--- src/core/swe_pkg.sv ---
// Purpose: shared constants and types for the software instruction entry block
// Assumes: 32-bit words, register stack addressed in words
// Notes:   register offsets are byte addresses on the wishbone slave
package swe_pkg;
	localparam logic [7:0]  SWE_OFS_CTRL   = 8'h00;
	localparam logic [7:0]  SWE_OFS_STAT   = 8'h04;
	localparam logic [7:0]  SWE_OFS_SW     = 8'h08;
	localparam logic [7:0]  SWE_OFS_FEXC   = 8'h0C;
	localparam logic [7:0]  SWE_OFS_FBASE  = 8'h10;
	localparam logic [7:0]  SWE_OFS_FLEN   = 8'h14;
	localparam logic [7:0]  SWE_OFS_PC     = 8'h18;
	localparam logic [7:0]  SWE_OFS_OPC    = 8'h1C;
	localparam logic [7:0]  SWE_OFS_DST    = 8'h20;
	localparam logic [7:0]  SWE_OFS_SRC    = 8'h24;
	localparam logic [7:0]  SWE_OFS_SRCLO  = 8'h28;
	localparam logic [7:0]  SWE_OFS_NAN    = 8'h2C;
	localparam logic [7:0]  SWE_OFS_PRIV   = 8'h30;
	localparam logic [31:0] SWE_SW_RST     = 32'h0000_0000;
	localparam logic [31:0] SWE_FEXC_MASK  = 32'h0000_1F1F;
	localparam logic [22:0] SWE_ENTRY_HI   = 23'h7F_FFFF;
	localparam logic [6:0]  SWE_FLEN_ZERO  = 7'h10;
	localparam logic [6:0]  SWE_FLEN_NEW   = 7'h06;
	localparam logic [2:0]  SWE_NWORDS     = 3'h5;
	localparam logic [1:0]  SWE_OSC_SOFT   = 2'h1;
	localparam int          SWE_RND_HI     = 14;
	localparam int          SWE_RND_LO     = 13;
	localparam int          SWE_TRAP_HI    = 12;
	localparam int          SWE_TRAP_LO    = 8;
	localparam int          SWE_OSC_HI     = 20;
	localparam int          SWE_OSC_LO     = 19;
	localparam int          SWE_BIT_CACHE  = 21;
	localparam int          SWE_BIT_TRACE  = 16;
	localparam int          SWE_BIT_IRQM   = 15;
	localparam logic [6:0]  SWE_FLEN_RST   = 7'h00;
	localparam logic [6:0]  SWE_FBASE_RST  = 7'h00;

	typedef enum logic [1:0] {
		SWE_RND_NEAREST,
		SWE_RND_ZERO,
		SWE_RND_NEG_INF,
		SWE_RND_POS_INF
	} swe_rnd_t;

	typedef enum {
		SWE_IDLE,
		SWE_SAVE
	} swe_state_t;

	typedef struct packed {
		logic [31:0] dat;
		logic [7:0]  adr;
		logic        we;
		logic        cyc;
		logic        stb;
	} swe_wb_req_t;

	typedef struct packed {
		logic        we;
		logic [6:0]  adr;
		logic [31:0] dat;
	} swe_stk_wr_t;
endpackage

--- src/core/swe_core.sv ---
// Purpose: software instruction entry: entry address, frame save, flag update
// Assumes: one clock, synchronous active-high reset, classic wishbone slave
// Notes:   saved words leave on a register-stack write port, one per cycle
//
// Behaviour
// - pc gets 23 ones, zero, opcode bits 11..8, four zeros
// - five words stored ascending from frame_base plus frame_length
// - frame_length zero is treated as sixteen for save addresses and base advance, reads back as zero
// - saved pc word holds return bits 31..1 and old priv bit
// - saved status_word carries opcode_size_code one
// - frame_base advances by old frame_length, frame_length becomes six
// - cache and trace flags cleared, irq mask set, conditions kept
// - float ops are entries, not in delay slots, flags kept
// - status bits 14..13 select rounding mode
// - status bits 12..8 hold float trap enables
// - exception register: accrued bits 4..0, actual bits 12..8
// - exception register reserved bits always read zero
// - nan when exponent word bits 30..19 are all ones
// - nan bit zero clear quiet, set signaling
`timescale 1ns/10ps
module swe_core
	import swe_pkg::*;
(
	input  wire logic        clk_i,
	input  wire logic        rst_i,
	input  wire logic        wb_cyc_i,
	input  wire logic        wb_stb_i,
	input  wire logic        wb_we_i,
	input  wire logic [7:0]  wb_adr_i,
	input  wire logic [3:0]  wb_sel_i,
	input  wire logic [31:0] wb_dat_i,
	output logic      [31:0] wb_dat_o,
	output logic             wb_ack_o,
	output logic             stk_we_o,
	output logic      [6:0]  stk_adr_o,
	output logic      [31:0] stk_dat_o,
	output logic      [31:0] pc_o,
	output logic      [1:0]  rounding_sel_o,
	output logic      [4:0]  fpu_trap_en_o,
	output logic             busy_o
);

	////////////////////////////////////////////////////////////////////////
	// state

	typedef struct packed {
		swe_state_t  st;
		logic [2:0]  idx;
		logic [6:0]  frame_base;
		logic [6:0]  frame_length;
		logic [31:0] status_word;
		logic [31:0] fpu_excp_reg;
		logic [31:0] pc;
		logic        priv_bit;
		logic [31:0] opcode;
		logic [31:0] dst;
		logic [31:0] src;
		logic [31:0] src_lo;
		logic [31:0] nan_probe;
		logic [31:0] sv_pc;
		logic [31:0] sv_sw;
		swe_stk_wr_t stk;
		logic [31:0] rdat;
		logic        ack;
	} swe_st_t;

	swe_st_t s_r;
	swe_st_t s_nxt;

	logic        acc;
	logic        wr;
	logic [31:0] wmask;
	logic [31:0] wval;
	logic [6:0]  flen_eff;
	logic        go;
	logic        is_nan;
	logic        is_snan;

	always_comb begin
		acc    = wb_cyc_i && wb_stb_i && !s_r.ack;
		wr     = acc && wb_we_i;
		wmask  = {{8{wb_sel_i[3]}}, {8{wb_sel_i[2]}}, {8{wb_sel_i[1]}}, {8{wb_sel_i[0]}}};
		flen_eff = (s_r.frame_length == 7'h00) ? SWE_FLEN_ZERO : s_r.frame_length;
		go     = wr && (wb_adr_i == SWE_OFS_CTRL) && wb_dat_i[0] && wb_sel_i[0] && (s_r.st == SWE_IDLE);
		is_nan  = &s_r.nan_probe[30:19];
		is_snan = is_nan && s_r.nan_probe[0];
	end

	////////////////////////////////////////////////////////////////////////
	// next state

	always_comb begin
		s_nxt        = s_r;
		s_nxt.ack    = acc;
		s_nxt.stk.we = 1'b0;
		wval         = 32'h0000_0000;
		if (wr) begin
			if (wb_adr_i == SWE_OFS_SW) begin
				s_nxt.status_word = (s_r.status_word & ~wmask) | (wb_dat_i & wmask);
			end else if (wb_adr_i == SWE_OFS_FEXC) begin
				wval = (s_r.fpu_excp_reg & ~wmask) | (wb_dat_i & wmask);
				s_nxt.fpu_excp_reg = wval & SWE_FEXC_MASK;
			end else if (wb_adr_i == SWE_OFS_FBASE && s_r.st == SWE_IDLE) begin
				s_nxt.frame_base = wb_dat_i[6:0];
			end else if (wb_adr_i == SWE_OFS_FLEN && s_r.st == SWE_IDLE) begin
				s_nxt.frame_length = wb_dat_i[6:0];
			end else if (wb_adr_i == SWE_OFS_PC && s_r.st == SWE_IDLE) begin
				s_nxt.pc = wb_dat_i;
			end else if (wb_adr_i == SWE_OFS_OPC && s_r.st == SWE_IDLE) begin
				s_nxt.opcode = wb_dat_i;
			end else if (wb_adr_i == SWE_OFS_DST && s_r.st == SWE_IDLE) begin
				s_nxt.dst = wb_dat_i;
			end else if (wb_adr_i == SWE_OFS_SRC && s_r.st == SWE_IDLE) begin
				s_nxt.src = wb_dat_i;
			end else if (wb_adr_i == SWE_OFS_SRCLO && s_r.st == SWE_IDLE) begin
				s_nxt.src_lo = wb_dat_i;
			end else if (wb_adr_i == SWE_OFS_NAN) begin
				s_nxt.nan_probe = wb_dat_i;
			end else if (wb_adr_i == SWE_OFS_PRIV && s_r.st == SWE_IDLE) begin
				s_nxt.priv_bit = wb_dat_i[0];
			end
		end
		s_nxt.rdat = 32'h0000_0000;
		if (acc && !wb_we_i) begin
			if (wb_adr_i == SWE_OFS_STAT) begin
				s_nxt.rdat = {29'h0, is_snan, is_nan, s_r.st == SWE_SAVE};
			end else if (wb_adr_i == SWE_OFS_SW) begin
				s_nxt.rdat = s_r.status_word;
			end else if (wb_adr_i == SWE_OFS_FEXC) begin
				s_nxt.rdat = s_r.fpu_excp_reg & SWE_FEXC_MASK;
			end else if (wb_adr_i == SWE_OFS_FBASE) begin
				s_nxt.rdat = {25'h0, s_r.frame_base};
			end else if (wb_adr_i == SWE_OFS_FLEN) begin
				s_nxt.rdat = {25'h0, s_r.frame_length};
			end else if (wb_adr_i == SWE_OFS_PC) begin
				s_nxt.rdat = s_r.pc;
			end else if (wb_adr_i == SWE_OFS_OPC) begin
				s_nxt.rdat = s_r.opcode;
			end else if (wb_adr_i == SWE_OFS_DST) begin
				s_nxt.rdat = s_r.dst;
			end else if (wb_adr_i == SWE_OFS_SRC) begin
				s_nxt.rdat = s_r.src;
			end else if (wb_adr_i == SWE_OFS_SRCLO) begin
				s_nxt.rdat = s_r.src_lo;
			end else if (wb_adr_i == SWE_OFS_NAN) begin
				s_nxt.rdat = s_r.nan_probe;
			end else if (wb_adr_i == SWE_OFS_PRIV) begin
				s_nxt.rdat = {31'h0, s_r.priv_bit};
			end
		end
		case (s_r.st)
			SWE_IDLE: begin
				if (go) begin
					s_nxt.st    = SWE_SAVE;
					s_nxt.idx   = 3'h0;
					s_nxt.sv_pc = {s_r.pc[31:1], s_r.priv_bit};
					s_nxt.sv_sw = s_r.status_word;
					s_nxt.sv_sw[SWE_OSC_HI:SWE_OSC_LO] = SWE_OSC_SOFT;
					s_nxt.pc = {SWE_ENTRY_HI, 1'b0, s_r.opcode[11:8], 4'h0};
					s_nxt.status_word[SWE_BIT_CACHE] = 1'b0;
					s_nxt.status_word[SWE_BIT_TRACE] = 1'b0;
					s_nxt.status_word[SWE_BIT_IRQM]  = 1'b1;
				end
			end
			SWE_SAVE: begin
				s_nxt.stk.we  = 1'b1;
				s_nxt.stk.adr = s_r.frame_base + flen_eff + {4'h0, s_r.idx};
				case (s_r.idx)
					3'h0: s_nxt.stk.dat = s_r.dst;
					3'h1: s_nxt.stk.dat = s_r.src;
					3'h2: s_nxt.stk.dat = s_r.src_lo;
					3'h3: s_nxt.stk.dat = s_r.sv_pc;
					default: s_nxt.stk.dat = s_r.sv_sw;
				endcase
				s_nxt.idx = s_r.idx + 3'h1;
				if (s_r.idx == SWE_NWORDS - 3'h1) begin
					s_nxt.st           = SWE_IDLE;
					s_nxt.frame_base   = s_r.frame_base + flen_eff;
					s_nxt.frame_length = SWE_FLEN_NEW;
				end
			end
			default: s_nxt.st = SWE_IDLE;
		endcase
	end

	always_ff @(posedge clk_i) begin
		if (rst_i) begin
			s_r              <= '0;
			s_r.st           <= SWE_IDLE;
			s_r.status_word  <= SWE_SW_RST;
			s_r.frame_base   <= SWE_FBASE_RST;
			s_r.frame_length <= SWE_FLEN_RST;
		end else begin
			s_r <= s_nxt;
		end
	end

	////////////////////////////////////////////////////////////////////////
	// outputs

	always_comb begin
		wb_ack_o       = s_r.ack;
		wb_dat_o       = s_r.rdat;
		stk_we_o       = s_r.stk.we;
		stk_adr_o      = s_r.stk.adr;
		stk_dat_o      = s_r.stk.dat;
		pc_o           = s_r.pc;
		rounding_sel_o = s_r.status_word[SWE_RND_HI:SWE_RND_LO];
		fpu_trap_en_o  = s_r.status_word[SWE_TRAP_HI:SWE_TRAP_LO];
		busy_o         = (s_r.st == SWE_SAVE);
	end
endmodule

--- config.mk ---
export PLATFORM = sky130hd
export DESIGN_NAME = swe_core
export DESIGN_NICKNAME = d
export VERILOG_FILES = /design/src/core/swe_pkg.sv /design/src/core/swe_core.sv
export SDC_FILE = /design/constraint.sdc
export NUM_CORES = 1
export LEC_CHECK = 0
export ABC_AREA = 1
export BUFFER_PORTS_ARGS = -buffer_cell sky130_fd_sc_hd__buf_4
export CAP_MARGIN = 30
export CORE_MARGIN = 4
export CORE_UTILIZATION = 64
export CTS_BUF_LIST = sky130_fd_sc_hd__clkbuf_8 sky130_fd_sc_hd__clkbuf_16
export CTS_CLUSTER_SIZE = 14
export DETAILED_ROUTE_END_ITERATION = 6
export PLACE_DENSITY = 0.82
export RECOVER_POWER = 50
export SETUP_SLACK_MARGIN = 0.15
export SLEW_MARGIN = 15
export SYNTH_ARGS = -nofsm -noshare
export SYNTH_HDL_FRONTEND = slang
export SYNTH_SLANG_ARGS = --single-unit
export TNS_END_PERCENT = 100
--- constraint.sdc ---
create_clock -name clk_i -period 6.4 [get_ports clk_i]
set_clock_uncertainty 0.05 [all_clocks]
set_input_delay 0.32 -clock clk_i [delete_from_list [all_inputs] [get_ports clk_i]]
set_output_delay 0.32 -clock clk_i [all_outputs]
set_load 0.03 [all_outputs]
Word level (Yosys, flattened, before mapping). Cells that the tools add are included.

Add/sub/neg operators: 3. Equality and inequality tests: 20. Mux-type cells: 56. Bitwise operators: 17. Reductions and logical operators: 39.

Operators by type and width (number): 32-bit 2-to-1 mux (21); 193-bit 2-to-1 mux (3); 271-bit 2-to-1 mux (1); 206-bit 2-to-1 mux (1); 161-bit 2-to-1 mux (1); 128-bit 2-to-1 mux (1); 32-bit case mux with 4 select lines (1); 96-bit 2-to-1 mux (1); 32-bit bitwise AND (2); 32-bit logical NOT (2); 64-bit 2-to-1 mux (1); 32-bit case mux with 2 select lines (1); 14-bit 2-to-1 mux (4); 8-bit by 6-bit == test with 1-bit output (second input constant) (5); 40-bit 2-to-1 mux (1); 35-bit 2-to-1 mux (1); 32-bit by 1-bit == test with 1-bit output (second input constant) (1); 32-bit by 2-bit == test with 1-bit output (second input constant) (1); 8-bit by 5-bit == test with 1-bit output (second input constant) (4); 32-bit inverter (1); 32-bit bitwise OR (1); 7-bit 2-to-1 mux (4); 12-bit AND reduction (2); 1-bit logical AND (17); other kinds (31) (57).

Register bits: 420. Output and inout port bits: 113.

Longest topological paths before layout.
Depth after elaboration: 16. Gate-level depth with buffers: 16. Mapped depth without buffers: 15.

Worst setup path before layout. No wires, ideal clock.

Path kind: register to register. From: register s_r[394] (netlist name). To: register s_r (netlist bit stk_adr_o[5]). Arrival time: 2215 ps. Data required time: 6241 ps. Setup slack: 4026 ps. Cell stages (with the launch flop): 15. Path through: dfxtp_1 clkbuf_1 ha_1 inv_1 fa_1 xnor2_1 ha_1 nand2_1 nor2_1 a211oi_1 nor3_1 a21oi_1 o21ai_0 nand2_1 inv_1.

Longest elaborated chain between the ends: 4.

Ends and longest elaborated chain: from (decl) (RTL line swe_core.sv:67) `swe_st_t s_r;`; from (signal assigned) (RTL line swe_core.sv:194) `s_r <= s_nxt;`; 7-bit logical NOT (RTL line swe_core.sv:83) `flen_eff = (s_r.frame_length == 7'h00) ? SWE_FLEN_ZERO : s_r.frame_length;`; 7-bit 2-to-1 mux * (RTL line swe_core.sv:83); 7-bit adder * (RTL line swe_core.sv:167) `s_nxt.stk.adr = s_r.frame_base + flen_eff + {4'h0, s_r.idx};`; 7-bit by 3-bit adder with 7-bit output * (RTL line swe_core.sv:167).

Every way passes the cells marked *; elsewhere a longest branch is shown, timed or not. A chain may end at the register's enable or synchronous reset.

Worst setup path after layout.
From: input wb_adr_i[1]. To: register s_r[377] (netlist name).

Longest elaborated chain between the ends: 7. Elaborated cells between the ends (all ways): 10.

Ends and longest elaborated chain: from (decl) (RTL line swe_core.sv:29) `input wire logic [7:0] wb_adr_i,`; 8-bit logical NOT (RTL line swe_core.sv:84) `go = wr && (wb_adr_i == SWE_OFS_CTRL) && wb_dat_i[0] && wb_sel_i[0] && (s_r.st == SWE_IDLE);`; 1-bit logical AND (4 in series) (RTL line swe_core.sv:84); 2-bit 2-to-1 mux (RTL line swe_core.sv:153) `if (go) begin`; 2-bit 2-to-1 mux * (RTL line swe_core.sv:151) `case (s_r.st)`.

Marked as above.

==> run summary <==
FINAL LAYOUT
----------------------------------------------------------------------------------------
Final layout net count                                                             2,425
Fraction of final layout cells with drive strength greater than 1                  9.21%
Core Util, Final                                                                   69.6%
Number of antenna diodes                                                               0
Count of non-filler cells in the finished layout                                   2,768
Area overhead of the layout relative to synthesis                                  7.43%

CLOCK TREE
----------------------------------------------------------------------------------------
Clock sink total                                                                     389
Maximum count of clock buffers along a single path                                     3
H-tree depth                                                                           2
Insertion delay to the later sink of the worst-skew pair                         0.54 ns
Clock Pin Slew Worst Setup and Hold Paths                                        0.06 ns
TritonCTS clock tree                                                               built
Setup fix buffers added after clock tree synthesis                                     0
Cts repair resizes                                                                     0
Number of buffers added to fix hold violations after cts                               0
CTS root buffer                                                             sky130_fd_sc_hd__clkbuf_16
Number of clock buffers inserted by TritonCTS                                         40

GLOBAL ROUTING
----------------------------------------------------------------------------------------
Remaining Overflow, GRT                                                                0
Pin count of the biggest net entering global routing                                 128
First-pass GRT wire length                                                     86,100 um
Vias in the first global route                                                    15,800
GR Util All Layers                                                                 34.9%
Antenna violations before repair                                                       0

DETAILED ROUTING
----------------------------------------------------------------------------------------
Number of search-and-repair iterations in the first detailed-routing pass              6
Final WL                                                                       56,300 um
Number of violations reported at the end of detailed-routing iteration 0           1,991
Number of DRC violations after detailed routing                                        0
Post-DRT Antenna Nets                                                                  0
Routed len/inst                                                                  20.3 um
Count of vias placed by the detailed router                                       16,900
Number of vias per cell                                                             6.12

WORST HOLD PATH
----------------------------------------------------------------------------------------
Start point of the worst min-delay path                                     wb_dat_i[10]
Worst Hold Path Cells                                                                  3
Worst Hold Class                                                                  in2reg

SETUP PATH
----------------------------------------------------------------------------------------
Cells along the critical path                                               clkbuf_1 > nor2_4 > nand3_2 > nor2_1 > inv_2 > nor2_2 > clkbuf_1 > nand2_1 > o211ai_1 > nand2_1 > inv_1
FF-to-FF Start                                                              wb_ack_o$_SDFF_PP0_
CP peak stage delay                                                              1.51 ns
Crit path launch type                                                       primary input
Critical path data required time                                                 6.83 ns
Endpoint arrival time on the critical path                                       5.12 ns
Reg2Reg Depth                                                                          8
Crit Path Max Fanout                                                                  30
Worst reg2reg setup slack                                                        2.44 ns
Crit path kind                                                                    in2reg
Highest-delay cell along the critical path                                  sky130_fd_sc_hd__clkbuf_1
Setup crit end kind                                                            flip-flop
Capture instance of the worst register-to-register path                     s_r[377]$_SDFF_PP0_

YOSYS
----------------------------------------------------------------------------------------
Average cell area after synthesis                                              7.50 um^2
Compound-Gate Fraction of Synth Area                                               25.5%
Synthesis Warnings                                                                     0
Cell taking the most area after synthesis                                   sky130_fd_sc_hd__dfxtp_1
Share of the synthesized area in the top cell type                                 43.4%
Post-synthesis instance total                                                      2,391
Largest cells by area after synthesis                                       sky130_fd_sc_hd__dfxtp_1 (43%), sky130_fd_sc_hd__a21oi_1 (8.1%), sky130_fd_sc_hd__o21ai_0 (7.5%)
Netlist area before placement                                                0.0179 mm^2
Unique cell type count in the Yosys netlist                                           41
Total nets after synthesis                                                         2,456
Mux cell area share after synthesis                                              0.0558%
Yosys reg bits                                                                       389
Adder and majority gate portion of the synthesized area                            1.20%
Part of the Yosys area used for sequential elements                                43.4%
Simple-gate portion of the synthesized area                                        15.0%
Main combinational cell family by area after synthesis                      compound AO/OA/AOI/OAI gates
Xor/xnor cell area share of the yosys netlist                                     0.293%

TIMING
----------------------------------------------------------------------------------------
Final total negative setup slack                                                    0 ns
Minimum clock period                                                             4.69 ns
Transition at the pin with the smallest max-transition slack                     3.12 ns
Hold violation total from the final report                                             0
Headroom to the max-slew limit                                                     -108%
Final period utilization                                                           73.3%
Number of endpoints failing setup at the final stage                                   0
Worst slack on hold paths                                                      0.0412 ns
Max-slew violation total from the final report                                       125
Unrepaired setup endpoints after global routing                                    false
Maximum clock frequency                                                          213 MHz

RUN STATUS
----------------------------------------------------------------------------------------
Outcome                                                                     finished with violations
Violations in the final reports                                             capacitance limit, slew limit

POWER
----------------------------------------------------------------------------------------
IR Drop Worst-Case VDD                                                        0.000174 V
Power Density                                                                257 mW/mm^2
Leakage dissipation                                                           0.00711 uW

DIE
----------------------------------------------------------------------------------------
Area of the core                                                             0.0277 mm^2
Initial core utilization                                                           64.8%
Die Y-Extent                                                                      175 um
Die area                                                                     0.0308 mm^2
Placement row count                                                                   61
Die width                                                                         175 um
I/O pins                                                                             162

JOB
----------------------------------------------------------------------------------------
Reported max-cap violation count                                                       3

PLACE
----------------------------------------------------------------------------------------
Number of instances in the placed design                                           2,695
Count of port buffers added during placement                                         161
HPWL after detailed placement                                                  36,300 um
Routability-driven placement congestion ratio                                      0.982

==> cells in the final DEF, fill, tap and decap left out, types with 2 or more instances in the layout <==
cell and count:
sky130_fd_sc_hd__o2111ai_1 3, sky130_fd_sc_hd__nor4_1 6, sky130_fd_sc_hd__a211oi_2 30, sky130_fd_sc_hd__nand3_1 52
sky130_fd_sc_hd__fa_1 2, sky130_fd_sc_hd__o22ai_1 36, sky130_fd_sc_hd__ha_1 14, sky130_fd_sc_hd__clkbuf_8 7
sky130_fd_sc_hd__nor2_2 6, sky130_fd_sc_hd__bufinv_16 3, sky130_fd_sc_hd__clkbuf_16 42, sky130_fd_sc_hd__clkinv_2 9
sky130_fd_sc_hd__o21ai_1 21, sky130_fd_sc_hd__xor2_1 3, sky130_fd_sc_hd__or2_2 19, sky130_fd_sc_hd__nand4_1 9
sky130_fd_sc_hd__buf_4 71, sky130_fd_sc_hd__inv_2 10, sky130_fd_sc_hd__nand2_1 354, sky130_fd_sc_hd__a211oi_1 42
sky130_fd_sc_hd__inv_1 288, sky130_fd_sc_hd__nor2_1 171, sky130_fd_sc_hd__nor3_1 9, sky130_fd_sc_hd__dfxtp_1 388
sky130_fd_sc_hd__xnor2_1 3, sky130_fd_sc_hd__o221ai_1 2, sky130_fd_sc_hd__o21ai_0 269, sky130_fd_sc_hd__nand3_2 6
sky130_fd_sc_hd__nor2_4 3, sky130_fd_sc_hd__clkbuf_1 117, sky130_fd_sc_hd__o211ai_1 52, sky130_fd_sc_hd__a221oi_1 31
sky130_fd_sc_hd__a21oi_1 292, sky130_fd_sc_hd__nor3_4 2
==> stage by stage <==
step / power, uW / worst slack (ns) / area, um^2
detailed placement: 2630 / 3.07 / 18400
global placement: 2630 / 3.10 / 18400
global route: 5070 / 1.62 / 19300
finish: 4960 / 1.71 / 19300
floorplan: 2560 / 4.03 / 17900
CTS: 4950 / 3.34 / 19700
==> kinds of logic (layout without fill, tap and decap cells) <==
group / count (synthesis) / in the layout
buffers and inverters: 557 / 556
AO/OA/AOI/OAI: 780 / 780
XOR/XNOR: 6 / 6
adder cells (fa/ha/maj): 16 / 16
multiplexers: 1 / 1
flip-flops: 389 / 389
AND/OR/NAND/NOR: 642 / 642
==> critical path, delay by kind of cell <==
kind                   cells  cell delay, ns
AOI/OAI and AO/OA          1            0.44
and+or+nand+nor            6            2.33
buffers and inverters      4            2.00
==> report_power, final <==
group	switching [uW]	total [uW]	internal, uW
logic	118	159	41.2
clock network	980	2370	1390
registers	0.783	2420	2420
==> cell type report <==
cell class                      instances  area [um^2]
Fill cell                            2368         8430
Tap cell                              378          473
Clock inverter                         23          198
Inverter                              292         1100
Clock buffer                           49         1150
Timing Repair Buffer                  192         1040
Multi-Input combinational cell       1445         7530
Sequential cell                       389         7790
==> how the worst max path moves through the flow <==
stage | to | from | slack [ns]
4_1_cts | pc_o[3]$_SDFF_PP0_ | s_r[411]$_SDFFE_PP0P_ | 3.34
6_report | s_r[377]$_SDFF_PP0_ | wb_adr_i[1] | 1.71
3_5_place_dp | pc_o[3]$_SDFF_PP0_ | wb_adr_i[1] | 3.07
3_3_place_gp | pc_o[31]$_SDFF_PP0_ | wb_adr_i[1] | 3.10
2_1_floorplan | stk_adr_o[5]$_SDFFE_PP0P_ | s_r[394]$_SDFF_PP0_ | 4.03
5_1_grt | s_r[377]$_SDFF_PP0_ | wb_adr_i[1] | 1.62
==> Yosys cell counts (all sizes together) <==
| library cell | count |
|---|---|
| a211oi | 72 |
| a21oi | 292 |
| a221oi | 31 |
| a32o | 1 |
| buf | 164 |
| clkbuf | 101 |
| clkinv | 1 |
| dfxtp | 389 |
| fa | 2 |
| ha | 14 |
| inv | 291 |
| mux2i | 1 |
| nand2 | 355 |
| nand3 | 59 |
| nand3b | 1 |
| nand4 | 10 |
| nor2 | 180 |
| nor3 | 11 |
| nor4 | 6 |
| o2111ai | 3 |
| o211ai | 52 |
| o21ai | 290 |
| o221ai | 2 |
| o22ai | 36 |
| o31ai | 1 |
| or2 | 19 |
| or3 | 1 |
| xnor2 | 3 |
| xor2 | 3 |
==> per-layer routing <==
layer	GRT usage (%)	vias up	routed length, um
met5	0	-	0
met4	18.3	0	3330
met3	5.73	244	6000
met2	57.6	1142	25500
met1	44.3	7770	21400
li1	-	7788	-
(Power assumes the default switching activity.)
